$ cat src/logic/i2c_seq_pkg.sv
package i2c_seq_pkg;
  // Register indices on the plain register port
  localparam logic [2:0] REG_BUFFER = 3'h0;
  localparam logic [2:0] REG_RELOAD = 3'h1;
  localparam logic [2:0] REG_CTRL_TWO = 3'h2;
  localparam logic [2:0] REG_STATUS = 3'h3;
  localparam logic [2:0] REG_ENABLE = 3'h4;
  // Bit positions in control_reg_two
  localparam int START_BIT = 0;
  localparam int RESTART_BIT = 1;
  localparam int RECEIVE_BIT = 3;
  localparam int PEER_ACK_BIT = 6;
  // Bit positions in port_status_reg
  localparam int BF_BIT = 0;
  localparam int START_SEEN_BIT = 3;
  localparam int WRITE_COLLISION_FLAG_BIT = 4;
  localparam int OVF_BIT = 5;
  localparam int IRQ_BIT = 6;
  localparam int BCOL_BIT = 7;
  // Reset values, bits per byte and synchronizer depth
  localparam logic [7:0] RELOAD_RESET = 8'h09;
  localparam logic [7:0] BYTE_RESET = 8'h00;
  localparam logic [3:0] BITS_PER_BYTE = 4'h8;
  localparam int SYNC_STAGES = 3;

  typedef enum logic [9:0] {
    ST_IDLE = 10'h001,
    ST_START_A = 10'h002,
    ST_START_B = 10'h004,
    ST_RS_LOW = 10'h008,
    ST_RS_SDA = 10'h010,
    ST_RS_SCLW = 10'h020,
    ST_RS_HIGH = 10'h040,
    ST_RS_HOLD = 10'h080,
    ST_TX = 10'h100,
    ST_RX = 10'h200
  } seq_state_t;

  typedef struct packed {
    logic [2:0] addr;
    logic [7:0] wdata;
    logic wr;
    logic rd;
  } reg_req_t;

  typedef struct packed {
    logic sclIn;
    logic sdaIn;
  } bus_in_t;
endpackage

$ cat src/logic/pin_sync.sv
`timescale 1ns/1ps
module pin_sync
  import i2c_seq_pkg::*;
#(
  parameter logic RESET_LEVEL = 1'b1
)
(
  input wire logic sys_clk,
  input wire logic rstn,
  input wire logic pinIn,
  output logic pinLevel
);
  logic [SYNC_STAGES-1:0] stage_q;

  initial
  begin
    if (SYNC_STAGES != 3)
    begin
      $error("pin_sync needs three stages");
    end
  end

  always_ff @(posedge sys_clk)
  begin
    if (!rstn)
    begin
      stage_q <= {SYNC_STAGES{RESET_LEVEL}};
    end
    else
    begin
      stage_q <= {stage_q[SYNC_STAGES-2:0], pinIn};
    end
  end

  // Change counts only when stages two and three agree
  always_ff @(posedge sys_clk)
  begin
    if (!rstn)
    begin
      pinLevel <= RESET_LEVEL;
    end
    else if (stage_q[1] == stage_q[2])
    begin
      pinLevel <= stage_q[2];
    end
  end
endmodule

$ cat src/logic/rate_gen.sv
`timescale 1ns/1ps
module rate_gen
  import i2c_seq_pkg::*;
#(
  parameter int WIDTH = 8
)
(
  input wire logic sys_clk,
  input wire logic rstn,
  input wire logic load,
  input wire logic run,
  input wire logic [WIDTH-1:0] reloadVal,
  output logic tick
);
  logic [WIDTH+1:0] count_q;

  initial
  begin
    if (WIDTH < 1 || WIDTH > 16)
    begin
      $error("rate_gen width out of range");
    end
  end

  // Period is four times (reload plus one)
  always_ff @(posedge sys_clk)
  begin
    if (!rstn)
    begin
      count_q <= '0;
    end
    else if (load)
    begin
      count_q <= {reloadVal, 2'b11};
    end
    else if (run && count_q != '0)
    begin
      count_q <= count_q - 1'b1;
    end
  end

  assign tick = run && !load && count_q == '0;
endmodule

$ cat src/logic/i2c_master_sequencer.sv
`timescale 1ns/1ps
// Functional notes
// - Start: both high, load reload low seven
// - Timeout with both high: pull data, flag
// - Reload full byte, then end start
// - Low line at start: collision, idle
// - Buffer write during start: write collision
// - Control low five blocked until start done
// - Restart: pull clock, then release data
// - Release clock, both high, data low
// - Clear restart; irq after final timeout
// - Restart ignored while busy
// - Restart collision on data or clock
// - Restart blocks buffer and control writes
// - Buffer write sets full, starts shifting
// - After eighth bit clear full, release
// - Ninth fall samples peer acknowledge
// - After ninth set irq, hold clock low
// - Write during shift: write collision
// - Receive request ignored unless idle
// - Receive toggles clock, shifts data
// - Eighth fall: buffer, full, irq set
// - Byte while full: overflow flag
// - Each clock phase but a start's first and a byte's first low phase, timed from reload low seven, lasts four(reload+1) oscillator cycles or more
module i2c_master_sequencer
  import i2c_seq_pkg::*;
(
  input wire logic sys_clk,
  input wire logic rstn,
  input wire reg_req_t regReq,
  output logic [7:0] regRdata,
  input wire bus_in_t busIn,
  output logic sclOut,
  output logic sclOe,
  output logic sdaOut,
  output logic sdaOe
);
  seq_state_t state_q;
  logic [7:0] reload_q, buffer_q, shift_q;
  logic [3:0] bitCnt_q;
  logic phaseHigh_q, ackPhase_q, sclDrive_q, sdaDrive_q;
  logic enable_q, startReq_q, restartReq_q, rxReq_q, peerAck_q;
  logic bufFull_q, startSeen_q, write_collision_flag_q, ovf_q, irq_q, bcol_q;
  logic scl, sda, sclPrev_q, tick, load, run, reloadLow, reloadPend_q;
  logic [7:0] loadVal;
  logic bufWr, bufRd, ctrlWr, statWr, busy;

  pin_sync u_scl (.sys_clk(sys_clk), .rstn(rstn), .pinIn(busIn.sclIn), .pinLevel(scl));
  pin_sync u_sda (.sys_clk(sys_clk), .rstn(rstn), .pinIn(busIn.sdaIn), .pinLevel(sda));

  assign loadVal = reloadLow ? {1'b0, reload_q[6:0]} : reload_q;
  rate_gen #(.WIDTH(8)) u_brg (
    .sys_clk(sys_clk), .rstn(rstn), .load(load), .run(run),
    .reloadVal(loadVal), .tick(tick)
  );

  assign busy = state_q != ST_IDLE;
  assign bufWr = regReq.wr && regReq.addr == REG_BUFFER;
  assign bufRd = regReq.rd && regReq.addr == REG_BUFFER;
  assign ctrlWr = regReq.wr && regReq.addr == REG_CTRL_TWO;
  assign statWr = regReq.wr && regReq.addr == REG_STATUS;

  // Lines idle high; open drain drives only low
  assign sclOut = 1'b0;
  assign sdaOut = 1'b0;
  assign sclOe = sclDrive_q;
  assign sdaOe = sdaDrive_q;

  always_ff @(posedge sys_clk)
  begin
    if (!rstn)
    begin
      sclPrev_q <= 1'b1;
    end
    else
    begin
      sclPrev_q <= scl;
    end
  end

  // Fresh period for each low or hold phase; a registered request keeps load off the tick path
  always_ff @(posedge sys_clk)
  begin
    if (!rstn || !enable_q)
    begin
      reloadPend_q <= 1'b0;
    end
    else
    begin
      reloadPend_q <= tick && (state_q == ST_START_A || state_q == ST_RS_HIGH
        || ((state_q == ST_TX || state_q == ST_RX) && phaseHigh_q));
    end
  end

  // Generator steering
  always_comb
  begin
    load = 1'b0;
    run = 1'b0;
    reloadLow = 1'b0;
    unique case (state_q)
      ST_IDLE:
      begin
        load = startReq_q && scl && sda;
        reloadLow = 1'b1;
        if (!load && enable_q && bufWr && !bufFull_q && !write_collision_flag_q)
        begin
          load = 1'b1;
        end
        if (!load && enable_q && ctrlWr && regReq.wdata[RECEIVE_BIT])
        begin
          load = 1'b1;
        end
      end
      ST_START_A, ST_START_B, ST_RS_SDA, ST_RS_HIGH, ST_RS_HOLD:
      begin
        run = 1'b1;
        load = reloadPend_q && (state_q == ST_START_B || state_q == ST_RS_HOLD);
      end
      ST_RS_LOW:
      begin
        load = !scl;
      end
      ST_RS_SCLW:
      begin
        load = scl;
      end
      ST_TX, ST_RX:
      begin
        // Clock stretching: wait while a released clock is held low
        run = sclDrive_q || scl;
        load = (!sclDrive_q && scl && !sclPrev_q) || reloadPend_q;
      end
      default:
      begin
        load = 1'b0;
      end
    endcase
  end

  always_ff @(posedge sys_clk)
  begin
    if (!rstn)
    begin
      reload_q <= RELOAD_RESET;
      enable_q <= 1'b0;
    end
    else if (regReq.wr && regReq.addr == REG_RELOAD)
    begin
      reload_q <= regReq.wdata;
    end
    else if (regReq.wr && regReq.addr == REG_ENABLE)
    begin
      enable_q <= regReq.wdata[0];
    end
  end

  // Sequencer
  always_ff @(posedge sys_clk)
  begin
    if (!rstn || !enable_q)
    begin
      state_q <= ST_IDLE;
      sclDrive_q <= 1'b0;
      sdaDrive_q <= 1'b0;
      startReq_q <= 1'b0;
      restartReq_q <= 1'b0;
      rxReq_q <= 1'b0;
      bitCnt_q <= 4'h0;
      phaseHigh_q <= 1'b0;
      ackPhase_q <= 1'b0;
      shift_q <= BYTE_RESET;
      peerAck_q <= 1'b0;
    end
    else
    begin
      unique case (state_q)
        ST_IDLE:
        begin
          if (ctrlWr && !startReq_q && !restartReq_q)
          begin
            startReq_q <= regReq.wdata[START_BIT];
            restartReq_q <= regReq.wdata[RESTART_BIT];
          end
          if (startReq_q)
          begin
            if (scl && sda)
            begin
              state_q <= ST_START_A;
            end
            else
            begin
              startReq_q <= 1'b0;
            end
          end
          else if (restartReq_q)
          begin
            sclDrive_q <= 1'b1;
            state_q <= ST_RS_LOW;
          end
          else if (load && bufWr)
          begin
            shift_q <= regReq.wdata;
            bitCnt_q <= 4'h0;
            phaseHigh_q <= 1'b0;
            ackPhase_q <= 1'b0;
            sclDrive_q <= 1'b1;
            sdaDrive_q <= !regReq.wdata[7];
            state_q <= ST_TX;
          end
          else if (load && ctrlWr)
          begin
            rxReq_q <= 1'b1;
            bitCnt_q <= 4'h0;
            phaseHigh_q <= 1'b0;
            sclDrive_q <= 1'b1;
            sdaDrive_q <= 1'b0;
            state_q <= ST_RX;
          end
        end
        ST_START_A:
        begin
          if (!scl)
          begin
            startReq_q <= 1'b0;
            state_q <= ST_IDLE;
          end
          else if (tick)
          begin
            sdaDrive_q <= 1'b1;
            state_q <= ST_START_B;
          end
        end
        ST_START_B:
        begin
          if (tick)
          begin
            startReq_q <= 1'b0;
            state_q <= ST_IDLE;
          end
        end
        ST_RS_LOW:
        begin
          if (!scl)
          begin
            sdaDrive_q <= 1'b0;
            state_q <= ST_RS_SDA;
          end
        end
        ST_RS_SDA:
        begin
          if (tick && sda)
          begin
            sclDrive_q <= 1'b0;
            state_q <= ST_RS_SCLW;
          end
        end
        ST_RS_SCLW:
        begin
          if (scl && !sda)
          begin
            restartReq_q <= 1'b0;
            state_q <= ST_IDLE;
          end
          else if (scl)
          begin
            state_q <= ST_RS_HIGH;
          end
        end
        ST_RS_HIGH:
        begin
          if (!scl || !sda)
          begin
            restartReq_q <= 1'b0;
            state_q <= ST_IDLE;
          end
          else if (tick)
          begin
            sdaDrive_q <= 1'b1;
            state_q <= ST_RS_HOLD;
          end
        end
        ST_RS_HOLD:
        begin
          if (tick)
          begin
            restartReq_q <= 1'b0;
            state_q <= ST_IDLE;
          end
        end
        ST_TX:
        begin
          if (tick && !phaseHigh_q)
          begin
            sclDrive_q <= 1'b0;
            phaseHigh_q <= 1'b1;
          end
          else if (tick)
          begin
            sclDrive_q <= 1'b1;
            phaseHigh_q <= 1'b0;
            if (ackPhase_q)
            begin
              peerAck_q <= sda;
              state_q <= ST_IDLE;
            end
            else if (bitCnt_q == BITS_PER_BYTE - 4'h1)
            begin
              sdaDrive_q <= 1'b0;
              ackPhase_q <= 1'b1;
            end
            else
            begin
              sdaDrive_q <= !shift_q[6];
              shift_q <= {shift_q[6:0], 1'b0};
              bitCnt_q <= bitCnt_q + 4'h1;
            end
          end
        end
        ST_RX:
        begin
          if (tick)
          begin
            sclDrive_q <= !sclDrive_q;
            phaseHigh_q <= !phaseHigh_q;
            if (phaseHigh_q)
            begin
              shift_q <= {shift_q[6:0], sda};
              bitCnt_q <= bitCnt_q + 4'h1;
              if (bitCnt_q == BITS_PER_BYTE - 4'h1)
              begin
                rxReq_q <= 1'b0;
                state_q <= ST_IDLE;
              end
            end
          end
        end
        default:
        begin
          state_q <= ST_IDLE;
        end
      endcase
    end
  end

  logic txDone, rxDone, rsDone, stDone, bcolEv, wcolEv;
  assign txDone = state_q == ST_TX && tick && phaseHigh_q && ackPhase_q;
  assign rxDone = state_q == ST_RX && tick && phaseHigh_q
    && bitCnt_q == BITS_PER_BYTE - 4'h1;
  assign rsDone = state_q == ST_RS_HOLD && tick;
  assign stDone = state_q == ST_START_B && tick;
  assign bcolEv = (state_q == ST_IDLE && startReq_q && !(scl && sda))
    || (state_q == ST_START_A && !scl)
    || (state_q == ST_RS_SCLW && scl && !sda)
    || (state_q == ST_RS_HIGH && (!scl || !sda));
  assign wcolEv = bufWr && (busy || startReq_q || restartReq_q);

  // Status flags; hardware set wins over software clear
  always_ff @(posedge sys_clk)
  begin
    if (!rstn || !enable_q)
    begin
      bufFull_q <= 1'b0;
      startSeen_q <= 1'b0;
      write_collision_flag_q <= 1'b0;
      ovf_q <= 1'b0;
      irq_q <= 1'b0;
      bcol_q <= 1'b0;
      buffer_q <= BYTE_RESET;
    end
    else
    begin
      if (rxDone)
      begin
        buffer_q <= {shift_q[6:0], sda};
      end
      else if (bufWr && !wcolEv && !write_collision_flag_q)
      begin
        buffer_q <= regReq.wdata;
      end
      if (rxDone || (load && bufWr && !wcolEv && state_q == ST_IDLE))
      begin
        bufFull_q <= 1'b1;
      end
      else if ((state_q == ST_TX && ackPhase_q) || bufRd)
      begin
        bufFull_q <= 1'b0;
      end
      startSeen_q <= (tick && state_q == ST_START_A && scl && sda)
        || (state_q == ST_RS_HOLD) || (startSeen_q && !(statWr
        && !regReq.wdata[START_SEEN_BIT]));
      write_collision_flag_q <= wcolEv || (write_collision_flag_q && !(statWr && !regReq.wdata[WRITE_COLLISION_FLAG_BIT]));
      ovf_q <= (rxDone && bufFull_q)
        || (ovf_q && !(statWr && !regReq.wdata[OVF_BIT]));
      irq_q <= txDone || rxDone || rsDone || stDone
        || (irq_q && !(statWr && !regReq.wdata[IRQ_BIT]));
      bcol_q <= bcolEv || (bcol_q && !(statWr && !regReq.wdata[BCOL_BIT]));
    end
  end

  // Read data one cycle later
  always_ff @(posedge sys_clk)
  begin
    if (!rstn)
    begin
      regRdata <= 8'h00;
    end
    else if (regReq.rd)
    begin
      unique case (regReq.addr)
        REG_BUFFER: regRdata <= buffer_q;
        REG_RELOAD: regRdata <= reload_q;
        REG_CTRL_TWO: regRdata <= {1'b0, peerAck_q, 2'b00, rxReq_q, 1'b0,
          restartReq_q, startReq_q};
        REG_STATUS: regRdata <= {bcol_q, irq_q, ovf_q, write_collision_flag_q, startSeen_q,
          2'b00, bufFull_q};
        REG_ENABLE: regRdata <= {7'h00, enable_q};
        default: regRdata <= 8'h00;
      endcase
    end
  end

  collision_a: assert property (@(posedge sys_clk) disable iff (!rstn)
    state_q == ST_START_A && !scl |=> bcol_q && state_q == ST_IDLE)
    else $error("start collision not flagged");
  start_pull_a: assert property (@(posedge sys_clk) disable iff (!rstn)
    state_q == ST_START_A && tick && scl && sda |=> sdaOe && startSeen_q)
    else $error("start did not pull data");
  write_collision_flag_set_a: assert property (@(posedge sys_clk) disable iff (!rstn)
    bufWr && busy && enable_q |=> write_collision_flag_q && $stable(buffer_q))
    else $error("write collision missed");
  ack_sample_a: assert property (@(posedge sys_clk) disable iff (!rstn)
    txDone && enable_q |=> peerAck_q == $past(sda) && irq_q && sclOe)
    else $error("peer ack wrong");
  rx_done_a: assert property (@(posedge sys_clk) disable iff (!rstn)
    rxDone && enable_q |=> bufFull_q && irq_q && !rxReq_q)
    else $error("receive end wrong");
  overflow_a: assert property (@(posedge sys_clk) disable iff (!rstn)
    rxDone && bufFull_q && enable_q |=> ovf_q)
    else $error("overflow missed");
  restart_pull_a: assert property (@(posedge sys_clk) disable iff (!rstn)
    state_q == ST_IDLE && restartReq_q && !startReq_q && enable_q |=> sclOe)
    else $error("restart clock not pulled");
  disable_idle_a: assert property (@(posedge sys_clk) disable iff (!rstn)
    !enable_q |=> state_q == ST_IDLE && !sclOe && !sdaOe)
    else $error("disable not idle");
  cover_start_c: cover property (@(posedge sys_clk) stDone);
  cover_tx_c: cover property (@(posedge sys_clk) txDone);
  cover_rx_c: cover property (@(posedge sys_clk) rxDone);
  cover_rs_c: cover property (@(posedge sys_clk) rsDone);
endmodule

$ cat config.mk
export PLATFORM = sky130hd
export DESIGN_NAME = i2c_master_sequencer
export DESIGN_NICKNAME = d
export VERILOG_FILES = /design/src/logic/i2c_seq_pkg.sv /design/src/logic/pin_sync.sv /design/src/logic/rate_gen.sv /design/src/logic/i2c_master_sequencer.sv
export SDC_FILE = /design/constraint.sdc
export NUM_CORES = 1
export LEC_CHECK = 0
export ABC_AREA = 1
export BUFFER_PORTS_ARGS = -buffer_cell sky130_fd_sc_hd__buf_2
export CAP_MARGIN = 30
export CORE_MARGIN = 5
export CORE_UTILIZATION = 59
export CTS_CLUSTER_DIAMETER = 80
export CTS_CLUSTER_SIZE = 24
export DETAILED_ROUTE_END_ITERATION = 6
export PLACE_DENSITY = 0.78
export SYNTH_ARGS = -nofsm -noshare
export SYNTH_HDL_FRONTEND = slang
export SYNTH_SLANG_ARGS = --single-unit
$ cat constraint.sdc
create_clock -name sys_clk -period 5.1 [get_ports sys_clk]
set_input_delay 0 -clock sys_clk [delete_from_list [all_inputs] [get_ports sys_clk]]
set_output_delay 0 -clock sys_clk [all_outputs]
set_load 0.05 [all_outputs]
==> impl_results.md, run 1 <==
- Status: finished clean
- Setup-failing EPs final: 0
- Synthesis Warnings: 0
- Initial Util: 60.7%
- Post-route ant nets: 0
- Crit start category: flop
- HPWL Detailed: 9940 um
- RePlAce Congestion: 0.993
- Num CTS Buffers: 9
- CTS tree: yes
- Measured slew at the worst slew-check pin: 0.937 ns
- Fillers: 737
- Power, Total: 1.23 mW
- RSZ-0062 raised after global routing: no
- Synthesized instance count: 726
- Antenna violations before repair: 0
- Initial DRT Pass Iterations: 6
- Port bufs: 26
- Crit-path cells: inv_2 > nor2_1 > o21ai_2 > nor2_1 > nor2_1 > nand3_2 > nand2_1 > nand2_1 > inv_2 > nand3_1 > nand3_1 > nand2_1 > nand2_1 > nor2_1
- # H-tree levels: 3
- Clk_skew: 0.00748 ns
- Most common cell in the netlist: nand2_1
- IO Count: 29
- Hold Vio Cnt, Final: 0
- Number of synthesized flops with an enable pin: 0
- Netlist cell types: 43
- Post-Route WL: 13100 um
- CP Max Fanout: 20
- Final worst path period need: 3.02 ns
- Via/cell ratio: 5.56
- # Post-CTS Setup Buffers: 0
- Post-CTS Resized: 0
- Max-slew violations: 0
- Max Freq: 0.331 GHz
- Worst stage delay on the critical path: 0.55 ns
- Final Cycle Share: 59.3%
- Critical Path RT: 5.36 ns
- Die Y: 99.4 um
- Final setup TNS: 0 ns
- Synth Flop Type: dfxtp_1
- Area grow syn2layout: 10.0%
- CTS Sinks: 80
- Worst reg2reg path depth: 14
- P per Cell Area: 238 nW/um2
- Flops & latches, synth: 80
- Crit Path Class: flop to flop
- Synth top area cells: dfxtp_1 34%, nand2_1 14%, nor2_1 7.7%, inv_1 6.2%, a21oi_1 5.4%
- Core ar.: 7770 um2
- CTS Hold Bufs: 10
- Initial DRC Count: 329
- Data arrival, critical path: 3.28 ns
- Worst vdd ir: 0.198 mV
- DRC viols: 0
- Headroom to the max-slew limit: 37.5%
- Commonest cells post-synth: 178 x nand2_1, 97 x nor2_1, 80 x dfxtp_1
- Vias in the first global route: 4600
- Hold WC Path Type: input pin to flop
- Reg clk slew, reported paths: 0.09 ns
- Critical Path End: state_q[5]$_SDFFE_PP0P_
- Die Area: 9870 um2
- Routed len/inst: 15.3 um
- Clock Latency Late Sink: 0.37 ns
- DIE WIDTH: 99.4 um
- Worst r2r dst: state_q[5]$_SDFFE_PP0P_
- Syn Area/Cell: 6.49 um2
- Sequential element share of the synthesized area: 34.0%
- CP max-delay cell: nand3_1
- Register Area: 1600 um2
- Max Cap Viol: 0
- Placement Rows: 32
- Leading area contributor after synthesis: dfxtp_1
- FF-to-FF setup slack: 2.08 ns
- Total GRT Usage: 27.5%
- Leakage: 2.46 nW
- First-pass GRT wire length: 22100 um
- CP Launch Point: state_q[8]$_SDFFE_PP0P_
- Final Util: 66.7%
- Asr flop ratio synth: 0%
- Root Buffer: clkbuf_8
- Multi-input logic area: 2670 um2
- Vias: 4786
- Grt ovf: 0
- Layout cells sized above 1: 13.4%
- Clock buffer depth: 2
- Nets: 774
- Top cell type's share of synthesized area: 34.0%
- Largest net degree at the start of global routing: 32
- Inserted Diodes: 0
- Reg-to-Reg Start: state_q[8]$_SDFFE_PP0P_
- Post-Syn Area: 4710 um2
- Worst setup EP type: flop
[critical path, delay by kind of cell (launching register included)]
family                 cells  cell delay (ns)
AND/OR/NAND/NOR           11             1.74
flip-flops                 1             0.37
AO/OA/AOI/OAI              1             0.54
buffers and inverters      2             0.24
[area by class of cell]
type / instances / area share, %
sequential: 80 / 30.9
inverter: 91 / 6.59
clock buffer: 9 / 2.39
tap: 102 / 2.46
multi-input combinational: 537 / 51.4
timing repair buffer: 36 / 4.44
clock inverter: 6 / 1.79
[cell usage in the layout, fill, tap and decap left out, types with 9 or more instances in the layout]
| cell type | n |
|---|---|
| dlygate4sd3_1 | 10 |
| inv_1 | 78 |
| nand2_1 | 178 |
| a21oi_1 | 51 |
| o21ai_1 | 9 |
| nand3_1 | 46 |
| nand2_2 | 10 |
| buf_2 | 26 |
| o21ai_0 | 48 |
| nand4_1 | 10 |
| inv_2 | 10 |
| dfxtp_1 | 80 |
| clkbuf_8 | 9 |
| nor2_1 | 97 |
[worst min-delay path by stage]
stage                     slack [ns]  depth (start not counted)                           to  startpoint
after floorplan                 0.11                          1  u_scl.stage_q[0]$_SDFF_PN1_    busIn[1]
after global placement          0.19                          2  u_sda.stage_q[0]$_SDFF_PN1_    busIn[0]
after detailed placement        0.19                          2  u_sda.stage_q[0]$_SDFF_PN1_    busIn[0]
after CTS                      0.002                          3        enable_q$_SDFFE_PN0P_  regReq[12]
after global routing            0.03                          3        enable_q$_SDFFE_PN0P_  regReq[12]
final                           0.02                          3        enable_q$_SDFFE_PN0P_  regReq[12]
[state kept, by name, summed over array words and instances (netlist names), 3 cells and up]
name	flops
state_q	10
u_brg.count_q	10
buffer_q	8
regRdata	8
reload_q	8
shift_q	7
bitCnt_q	4
u_scl.stage_q	3
u_sda.stage_q	3
[per-layer routing]
metal / vias up / track usage, % / part of all wire (%)
li1: 2400 / - / -
met1: 2176 / 36.9 / 45
met2: 179 / 44.4 / 46
met3: 31 / 5.47 / 6.2
met4: 0 / 8.82 / 2.0
met5: - / 0 / 0
[metrics by stage]
stage / cells / setup slack (ns) / area, um2 / hold WS (ns)
2_1_floorplan: 727 / 2.92 / 4720 / 0.107
3_3_place_gp: 836 / 2.28 / 4870 / 0.189
3_5_place_dp: 836 / 2.13 / 4870 / 0.194
4_1_cts: 861 / 2.11 / 5180 / 0.00247
5_1_grt: 861 / 1.77 / 5180 / 0.0252
6_report: 861 / 2.08 / 5180 / 0.0152
[where the power goes]
| group | switching, mW | total, mW | internal [mW] |
|---|---|---|---|
| combinational | 0.0444 | 0.0667 | 0.0223 |
| sequential | 0.00399 | 0.634 | 0.630 |
| clock | 0.254 | 0.531 | 0.276 |
[cell families after synthesis]
| kind of cell | Yosys count | synth area share [%] |
|---|---|---|
| adders and majority gates | 2 | 0.531 |
| DFF | 80 | 34.0 |
| buffers and inverters | 110 | 9.51 |
| xor gates and xnor gates | 8 | 1.49 |
| other | 1 | 0.0796 |
| and+or+nand+nor | 388 | 38.2 |
| AOI/OAI and AO/OA | 137 | 16.3 |
(Power assumes the default switching activity.)
==> inputs of run 2 (changes only) <==
Settings changed: ABC_AREA 1 to 0.
Clock period 5.1 ns to 2.81 ns, I/O delays scaled along.
==> impl_results.md, run 2 <==
- Status: finished with violations
- Failing checks: setup timing
- Comb pwr share: 5.9% (+0.5 points)
- Hold WC Path Type: input pin to flop
- Power, Total: 2.07 mW (+68%)
- Nets: 631 (-18%)
- RSZ-0062 raised after global routing: yes
- Setup-failing EPs final: 5 (+5)
- DRC viols: 0 (unchanged)
- Vias in the first global route: 4226 (-8.1%)
- Inserted Diodes: 0 (unchanged)
- HPWL Detailed: 9100 um (-8.4%)
- Die Area: 9030 um2 (-8.5%)
- Via/cell ratio: 6.18 (+11%)
- Syn Area/Cell: 7.93 um2 (+22%)
- Sequential Power Share: 55.4% (+3.9 points)
- Final Cycle Share: 102% (+42 points)
- Die Y: 95.0 um (-4.4%)
- # H-tree levels: 3 (unchanged)
- Initial Util: 59.8% (-0.90 points)
- Finished Cell Area: 5290 um2 (+2.1%)
- CTS tree: yes
- DIE WIDTH: 95.0 um (-4.4%)
- Reg clk slew, reported paths: 0.08 ns (about the same)
- Initial DRC Count: 391 (+19%)
- Clk pwr share: 38.7% (-4.4 points)
- Data arrival, critical path: 3.16 ns (-0.12 ns)
- Antenna violations before repair: 0 (unchanged)
- Commonest non-fill, non-tap cell in the layout: dfxtp_1
- Root Buffer: clkbuf_8
- Asr flop ratio synth: 0% (unchanged)
- Flops & latches, synth: 80 (unchanged)
- Initial DRT Pass Iterations: 6 (unchanged)
- Bufs and invs on worst path: 1 (-1)
- Total GRT Usage: 28.9% (+1.4 points)
- Clock buffer depth: 2 (unchanged)
- Synthesized instance count: 538 (-26%)
- Post-Syn Area: 4270 um2 (-9.5%)
- Worst vdd ir: 0.268 mV (+35%)
- Synth top area cells: dfxtp_1 38%, a21oi_1 5.7%, nor2_1 5.7%, mux2i_1 5.4%, a211oi_1 4.8%
- Post-route ant nets: 0 (unchanged)
- Int Pwr: 1.56 mW (+68%)
- CP Max Fanout: 5 (-75%)
- Max Freq: 0.350 GHz (+5.8%)
- Num CTS Buffers: 9 (unchanged)
- Most common cell in the netlist: dfxtp_1
- Area grow syn2layout: 24.1%
- Pre-CTS setup slack: -0.136 ns (-2.26 ns)
- Crit-path cells: or4_4 > or4_4 > o211ai_1 > a211o_1 > a21oi_2 > a211o_1 > buf_6 > or3_4 > a21oi_2
- Netlist cell types: 63 (+47%)
- CTS Sinks: 80 (unchanged)
- Top Registers: state_q x10, u_brg.count_q x10
- Clk_skew: 0.00902 ns (+0.00154 ns)
- Grt ovf: 0 (unchanged)
- Crit Path Class: flop to flop
- Final worst path period need: 2.86 ns (-0.166 ns)
- Top cell type's share of synthesized area: 37.5% (+3.6 points)
- Crit start category: flop
- IO Count: 29 (unchanged)
- CP delay by family, top: simple AND/OR/NAND/NOR gates
- Max Cap Viol: 0 (unchanged)
- Routed len/inst: 17.5 um (+15%)
- Worst stage delay on the critical path: 0.54 ns (about the same)
- Hold Vio Cnt, Final: 0 (unchanged)
- Worst setup EP type: flop
- Critical Path RT: 3.11 ns (-2.25 ns)
- Vias: 4426 (-7.5%)
- Clock Latency Late Sink: 0.36 ns (about the same)
- CP max-delay cell: or4_4
- Non-filler cells, final: 716 (-17%)
- Post-Route WL: 12600 um (-4.3%)
- Headroom to the max-slew limit: 50.6% (+13 points)
- Sw Ratio: 24.7% (+0.12 points)
- Max-slew violations: 0 (unchanged)
- Fillers: 558 (-24%)
- Synthesis Warnings: 0 (unchanged)
- Final setup TNS: -0.106 ns (-0.106 ns)
- DP Cell Count: 682 (-18%)
- Core ar.: 7140 um2 (-8.1%)
- Layout cells sized above 1: 22.9% (+9.4 points)
- Measured slew at the worst slew-check pin: 0.740 ns (-0.197 ns)
- Final worst setup slack: -0.0471 ns (-2.12 ns)
- Leakage: 2.16 nW (-12%)
- Highest-count cells in the layout ignoring fill and taps: 78 x dfxtp_1, 63 x nor2_1, 59 x buf_4
- Switch Pwr: 0.512 mW (+69%)
- Sequential element share of the synthesized area: 37.5% (+3.6 points)
- Post-DP Area: 4800 um2 (-1.4%)
- First-pass GRT wire length: 20300 um (-8.2%)
- RePlAce Congestion: 0.977 (-1.7%)
- Placement Rows: 31 (-3.1%)
- Port bufs: 26 (unchanged)
- Leading area contributor after synthesis: dfxtp_1
- Commonest cells post-synth: 80 x dfxtp_1, 65 x nor2_1, 51 x nand2_1
- Number of synthesized flops with an enable pin: 0 (unchanged)
- Synth Flop Type: dfxtp_1
- Largest net degree at the start of global routing: 26 (-19%)
- P per Cell Area: 391 nW/um2 (+65%)
## run 2: cell count changes after synthesis, moves of 9 or more
cell,before,now
clkbuf_1,10,26
inv_2,10,0
a211oi_1,3,27
nand2_2,10,0
o21ai_1,9,0
nor2b_1,0,12
nand2_1,178,51
mux2i_1,0,23
o21ai_0,48,29
nand3_1,46,27
nand2b_1,0,10
inv_1,78,7
nor2_1,97,65
## run 2: stage by stage
stage	hold WS (ns)	utilization, %
2_1_floorplan	0.0731	-
3_5_place_dp	0.183	67.3
5_1_grt	0.0732	74.1
4_1_cts	0.0298	73.0
6_report	0.0429	74.1
3_3_place_gp	0.183	67.3
## run 2: worst reg2reg max path, stage by stage (launching register included)
cell and delay (ns):
dfxtp_2 0.34, or4_4 0.54, or4_4 0.53, o211ai_1 0.15, a211o_1 0.26, a21oi_2 0.08, a211o_1 0.33, buf_6 0.14
or3_4 0.32, a21oi_2 0.12
## run 2: cell families after synthesis
logic type | after synthesis | share of synthesized area (%)
muxes | 26 | 6.72
other | 1 | 0.0879
DFF | 80 | 37.5
and+or+nand+nor | 230 | 27.3
adders and majority gates | 2 | 0.587
buffers and inverters | 46 | 4.58
xor gates and xnor gates | 13 | 2.67
AOI/OAI and AO/OA | 140 | 20.5
## run 2: power groups by stage
stage,Clock (mW),Combinational (mW),Sequential (mW)
2_1_floorplan,0,0.0630,1.18
3_3_place_gp,0,0.102,1.17
3_5_place_dp,0,0.103,1.17
4_1_cts,0.813,0.118,1.15
5_1_grt,0.863,0.131,1.15
6_report,0.801,0.123,1.15
## run 2: what timing repair did
action / 4_1_cts / 5_1_grt
endpoints found under the setup margin: 17 / 30
gates cloned: 0 / 0
pin swaps: 12 / 8
buffers inserted: 6 / 0
resized for setup: 14 / 20
hold buffers: 12 / 0
endpoints found under the hold margin: 19 / 0
## run 2: final timing paths
kind / cells after the start / slack, ns / from / to
max reg2reg: 9 / -0.05 / state_q[4]$_SDFFE_PP0P_ / bitCnt_q[0]$_SDFFE_PP0P_
min reg2reg: 1 / 0.41 / u_sda.stage_q[0]$_SDFF_PN1_ / u_sda.stage_q[1]$_SDFF_PN1_
max: 9 / -0.05 / state_q[4]$_SDFFE_PP0P_ / bitCnt_q[0]$_SDFFE_PP0P_
min: 3 / 0.04 / regReq[0] / regRdata[2]$_SDFFE_PN0P_
## run 2: area by class of cell
cell class,count,area (um2),share of cell area (%)
Multi-Input combinational cell,413,2610,49.3
Inverter,7,26.3,0.497
Tap cell,99,124,2.34
Clock inverter,4,26.3,0.497
Timing Repair Buffer,101,747,14.1
Clock buffer,12,155,2.93
Sequential cell,80,1600,30.3
## run 2: metal layers
layer	vias up	wire length, um	GRT usage (%)
met1	2081	5070	32.9
met3	62	712	6.79
li1	2100	-	-
met4	0	664	15.4
met5	-	0	0
met2	183	6110	50.0
==> inputs of run 3 (changes only) <==
Settings changed: GPL_TIMING_DRIVEN set to 0.
==> impl_results.md, run 3 (synthesis gave the netlist of run 2 again) <==
- Status: finished with violations
- Failing checks: setup timing
- Top Registers: state_q x10, u_brg.count_q x10
- Crit start category: flop
- First-pass GRT wire length: 21200 um (+4.5%)
- Via/cell ratio: 6.29 (+1.7%)
- IO Count: 29 (unchanged)
- Worst vdd ir: 0.312 mV (+16%)
- Initial Util: 59.8% (unchanged)
- Num CTS Buffers: 9 (unchanged)
- Placement Rows: 31 (unchanged)
- Largest net degree at the start of global routing: 20 (-23%)
- DP Cell Count: 661 (-3.1%)
- Reg-to-Reg Start: state_q[4]$_SDFFE_PP0P_
- Measured slew at the worst slew-check pin: 0.752 ns (+0.0125 ns)
- Final worst setup slack: -0.169 ns (-0.122 ns)
- DIE WIDTH: 95.0 um (unchanged)
- Clock buffer depth: 2 (unchanged)
- Inserted Diodes: 0 (unchanged)
- Clock Latency Late Sink: 0.36 ns (about the same)
- Root Buffer: clkbuf_8
- Area grow syn2layout: 26.0%
- Hold WC Path Type: input pin to flop
- RePlAce Congestion: 1.04 (+6.3%)
- Max Freq: 0.336 GHz (-4.1%)
- Post-DP Area: 4510 um2 (-6.1%)
- Grt ovf: 0 (unchanged)
- Finished Cell Area: 5370 um2 (+1.6%)
- CTS tree: yes
- Initial DRC Count: 428 (+9.5%)
- Non-filler cells, final: 723 (+0.98%)
- Die Area: 9030 um2 (unchanged)
- P per Cell Area: 390 nW/um2 (-0.43%)
- Vias: 4546 (+2.7%)
- Reg clk slew, reported paths: 0.09 ns (about the same)
- Most common cell on crit path: or4_4
- CP delay by family, top: simple AND/OR/NAND/NOR gates
- Final Cycle Share: 106% (+4.3 points)
- Leakage: 2.16 nW (-0.19%)
- Worst hold endpoint: regRdata[2]$_SDFFE_PN0P_
- Max Cap Viol: 0 (unchanged)
- Core ar.: 7140 um2 (unchanged)
- RSZ-0062 raised after global routing: yes
- Port bufs: 23 (-12%)
- Clk_skew: 0.00840 ns (-0.000618 ns)
- Critical Path RT: 3.06 ns (-0.05 ns)
- Routed len/inst: 18.8 um (+7.0%)
- Commonest non-fill, non-tap cell in the layout: dfxtp_1
- CP Max Fanout: 4 (-1)
- HPWL Detailed: 9010 um (-1.0%)
- Final setup TNS: -1.26 ns (-1.16 ns)
- DRC viols: 0 (unchanged)
- FF-to-FF setup slack: -0.17 ns (-0.12 ns)
- Post-Route WL: 13600 um (+8.0%)
- Final worst path period need: 2.98 ns (+0.122 ns)
- # H-tree levels: 3 (unchanged)
- Layout cells sized above 1: 23.1% (+0.22 points)
- Total GRT Usage: 30.4% (+1.6 points)
- Initial DRT Pass Iterations: 6 (unchanged)
- Worst stage delay on the critical path: 0.54 ns (about the same)
- CP max-delay cell: or4_4
- Crit-path cells: or4_4 > or4_4 > o211ai_1 > a211o_1 > buf_6 > a21oi_1 > a211oi_4 > buf_4 > nor2_1 > a211oi_1
- Worst reg2reg path depth: 10 (+1)
- Headroom to the max-slew limit: 49.8% (-0.78 points)
- Bufs and invs on worst path: 2 (+1)
- Worst r2r dst: shift_q[1]$_SDFFE_PP0P_
- Antenna violations before repair: 0 (unchanged)
- Max-slew violations: 0 (unchanged)
- Hold Vio Cnt, Final: 0 (unchanged)
- Hold Path Stages: 3 (unchanged)
- CTS Sinks: 80 (unchanged)
- Hold_sp: regReq[0]
- Nets: 638 (+1.1%)
- Setup-failing EPs final: 20 (+15)
- Final Util: 75.3% (+1.2 points)
- Data arrival, critical path: 3.23 ns (+0.07 ns)
- Crit Path Class: flop to flop
- Worst setup EP type: flop
- Highest-count cells in the layout ignoring fill and taps: 69 x dfxtp_1, 62 x nor2_1, 49 x nand2_1
- Post-route ant nets: 0 (unchanged)
- Die Y: 95.0 um (unchanged)
- Vias in the first global route: 4293 (+1.6%)
-- run 3: layout make-up --
cell class	count	area, um2
well taps	99	124
fillers	536	1760
flip-flops and latches	80	1630
clock buffers	11	151
multi-input cells	413	2690
inverters	7	26.3
repair buffers	74	542
clock inverters	5	40.0
plain buffers	34	178
-- run 3: timing repair --
item,in CTS,in global routing
endpoints found under the setup margin,45,42
hold buffers,11,0
setup buffers,23,15
cloned,1,1
gates resized for setup,43,42
endpoints found under the hold margin,12,0
pin swaps,25,18
-- run 3: per-layer routing --
metal | up-vias | GRT usage, % | routed length [um]
met1 | 2097 | 36.5 | 5100
li1 | 2106 | - | -
met5 | - | 0 | 0
met2 | 267 | 52.6 | 6520
met4 | 0 | 15.1 | 777
met3 | 76 | 5.05 | 1170
-- run 3: how the worst max path moves through the flow --
| stage | from | end | cells after the start | slack [ns] |
|---|---|---|---|---|
| global placement | state_q[9]$_SDFFE_PP0P_ | buffer_q[6]$_SDFFE_PP0P_ | 10 | -0.50 |
| global route | state_q[1]$_SDFFE_PP0P_ | shift_q[1]$_SDFFE_PP0P_ | 11 | -0.23 |
| CTS | u_brg.count_q[4]$_SDFFE_PN0P_ | state_q[9]$_SDFFE_PP0P_ | 10 | -0.13 |
| detailed placement | state_q[8]$_SDFFE_PP0P_ | buffer_q[6]$_SDFFE_PP0P_ | 10 | -0.51 |
| floorplan | state_q[4]$_SDFFE_PP0P_ | bitCnt_q[3]$_SDFFE_PP0P_ | 9 | 0.02 |
| finish | state_q[4]$_SDFFE_PP0P_ | shift_q[1]$_SDFFE_PP0P_ | 10 | -0.17 |
-- run 3: power by group --
part	total, mW	switching [mW]	internal (mW)
combinational	0.124	0.0770	0.0465
sequential	1.14	0.00536	1.14
clock	0.828	0.454	0.374
-- run 3: metrics by stage --
| stage | hold slack [ns] | power, mW | worst slack (ns) |
|---|---|---|---|
| CTS | 0.104 | 2.09 | -0.129 |
| finish | 0.108 | 2.09 | -0.169 |
| detailed placement | 0.192 | 1.28 | -0.514 |
| global route | 0.143 | 2.15 | -0.229 |
| floorplan | 0.0731 | 1.24 | 0.0196 |
| global placement | 0.182 | 1.27 | -0.503 |
-- run 3: worst register-to-register path, cell delays in order, from the launching register on --
cell      delay, ns
dfxtp_4        0.37
or4_4          0.54
or4_4          0.51
o211ai_1       0.14
a211o_1        0.21
buf_6          0.14
a21oi_1        0.11
a211oi_4       0.34
buf_4          0.17
nor2_1         0.04
a211oi_1       0.29
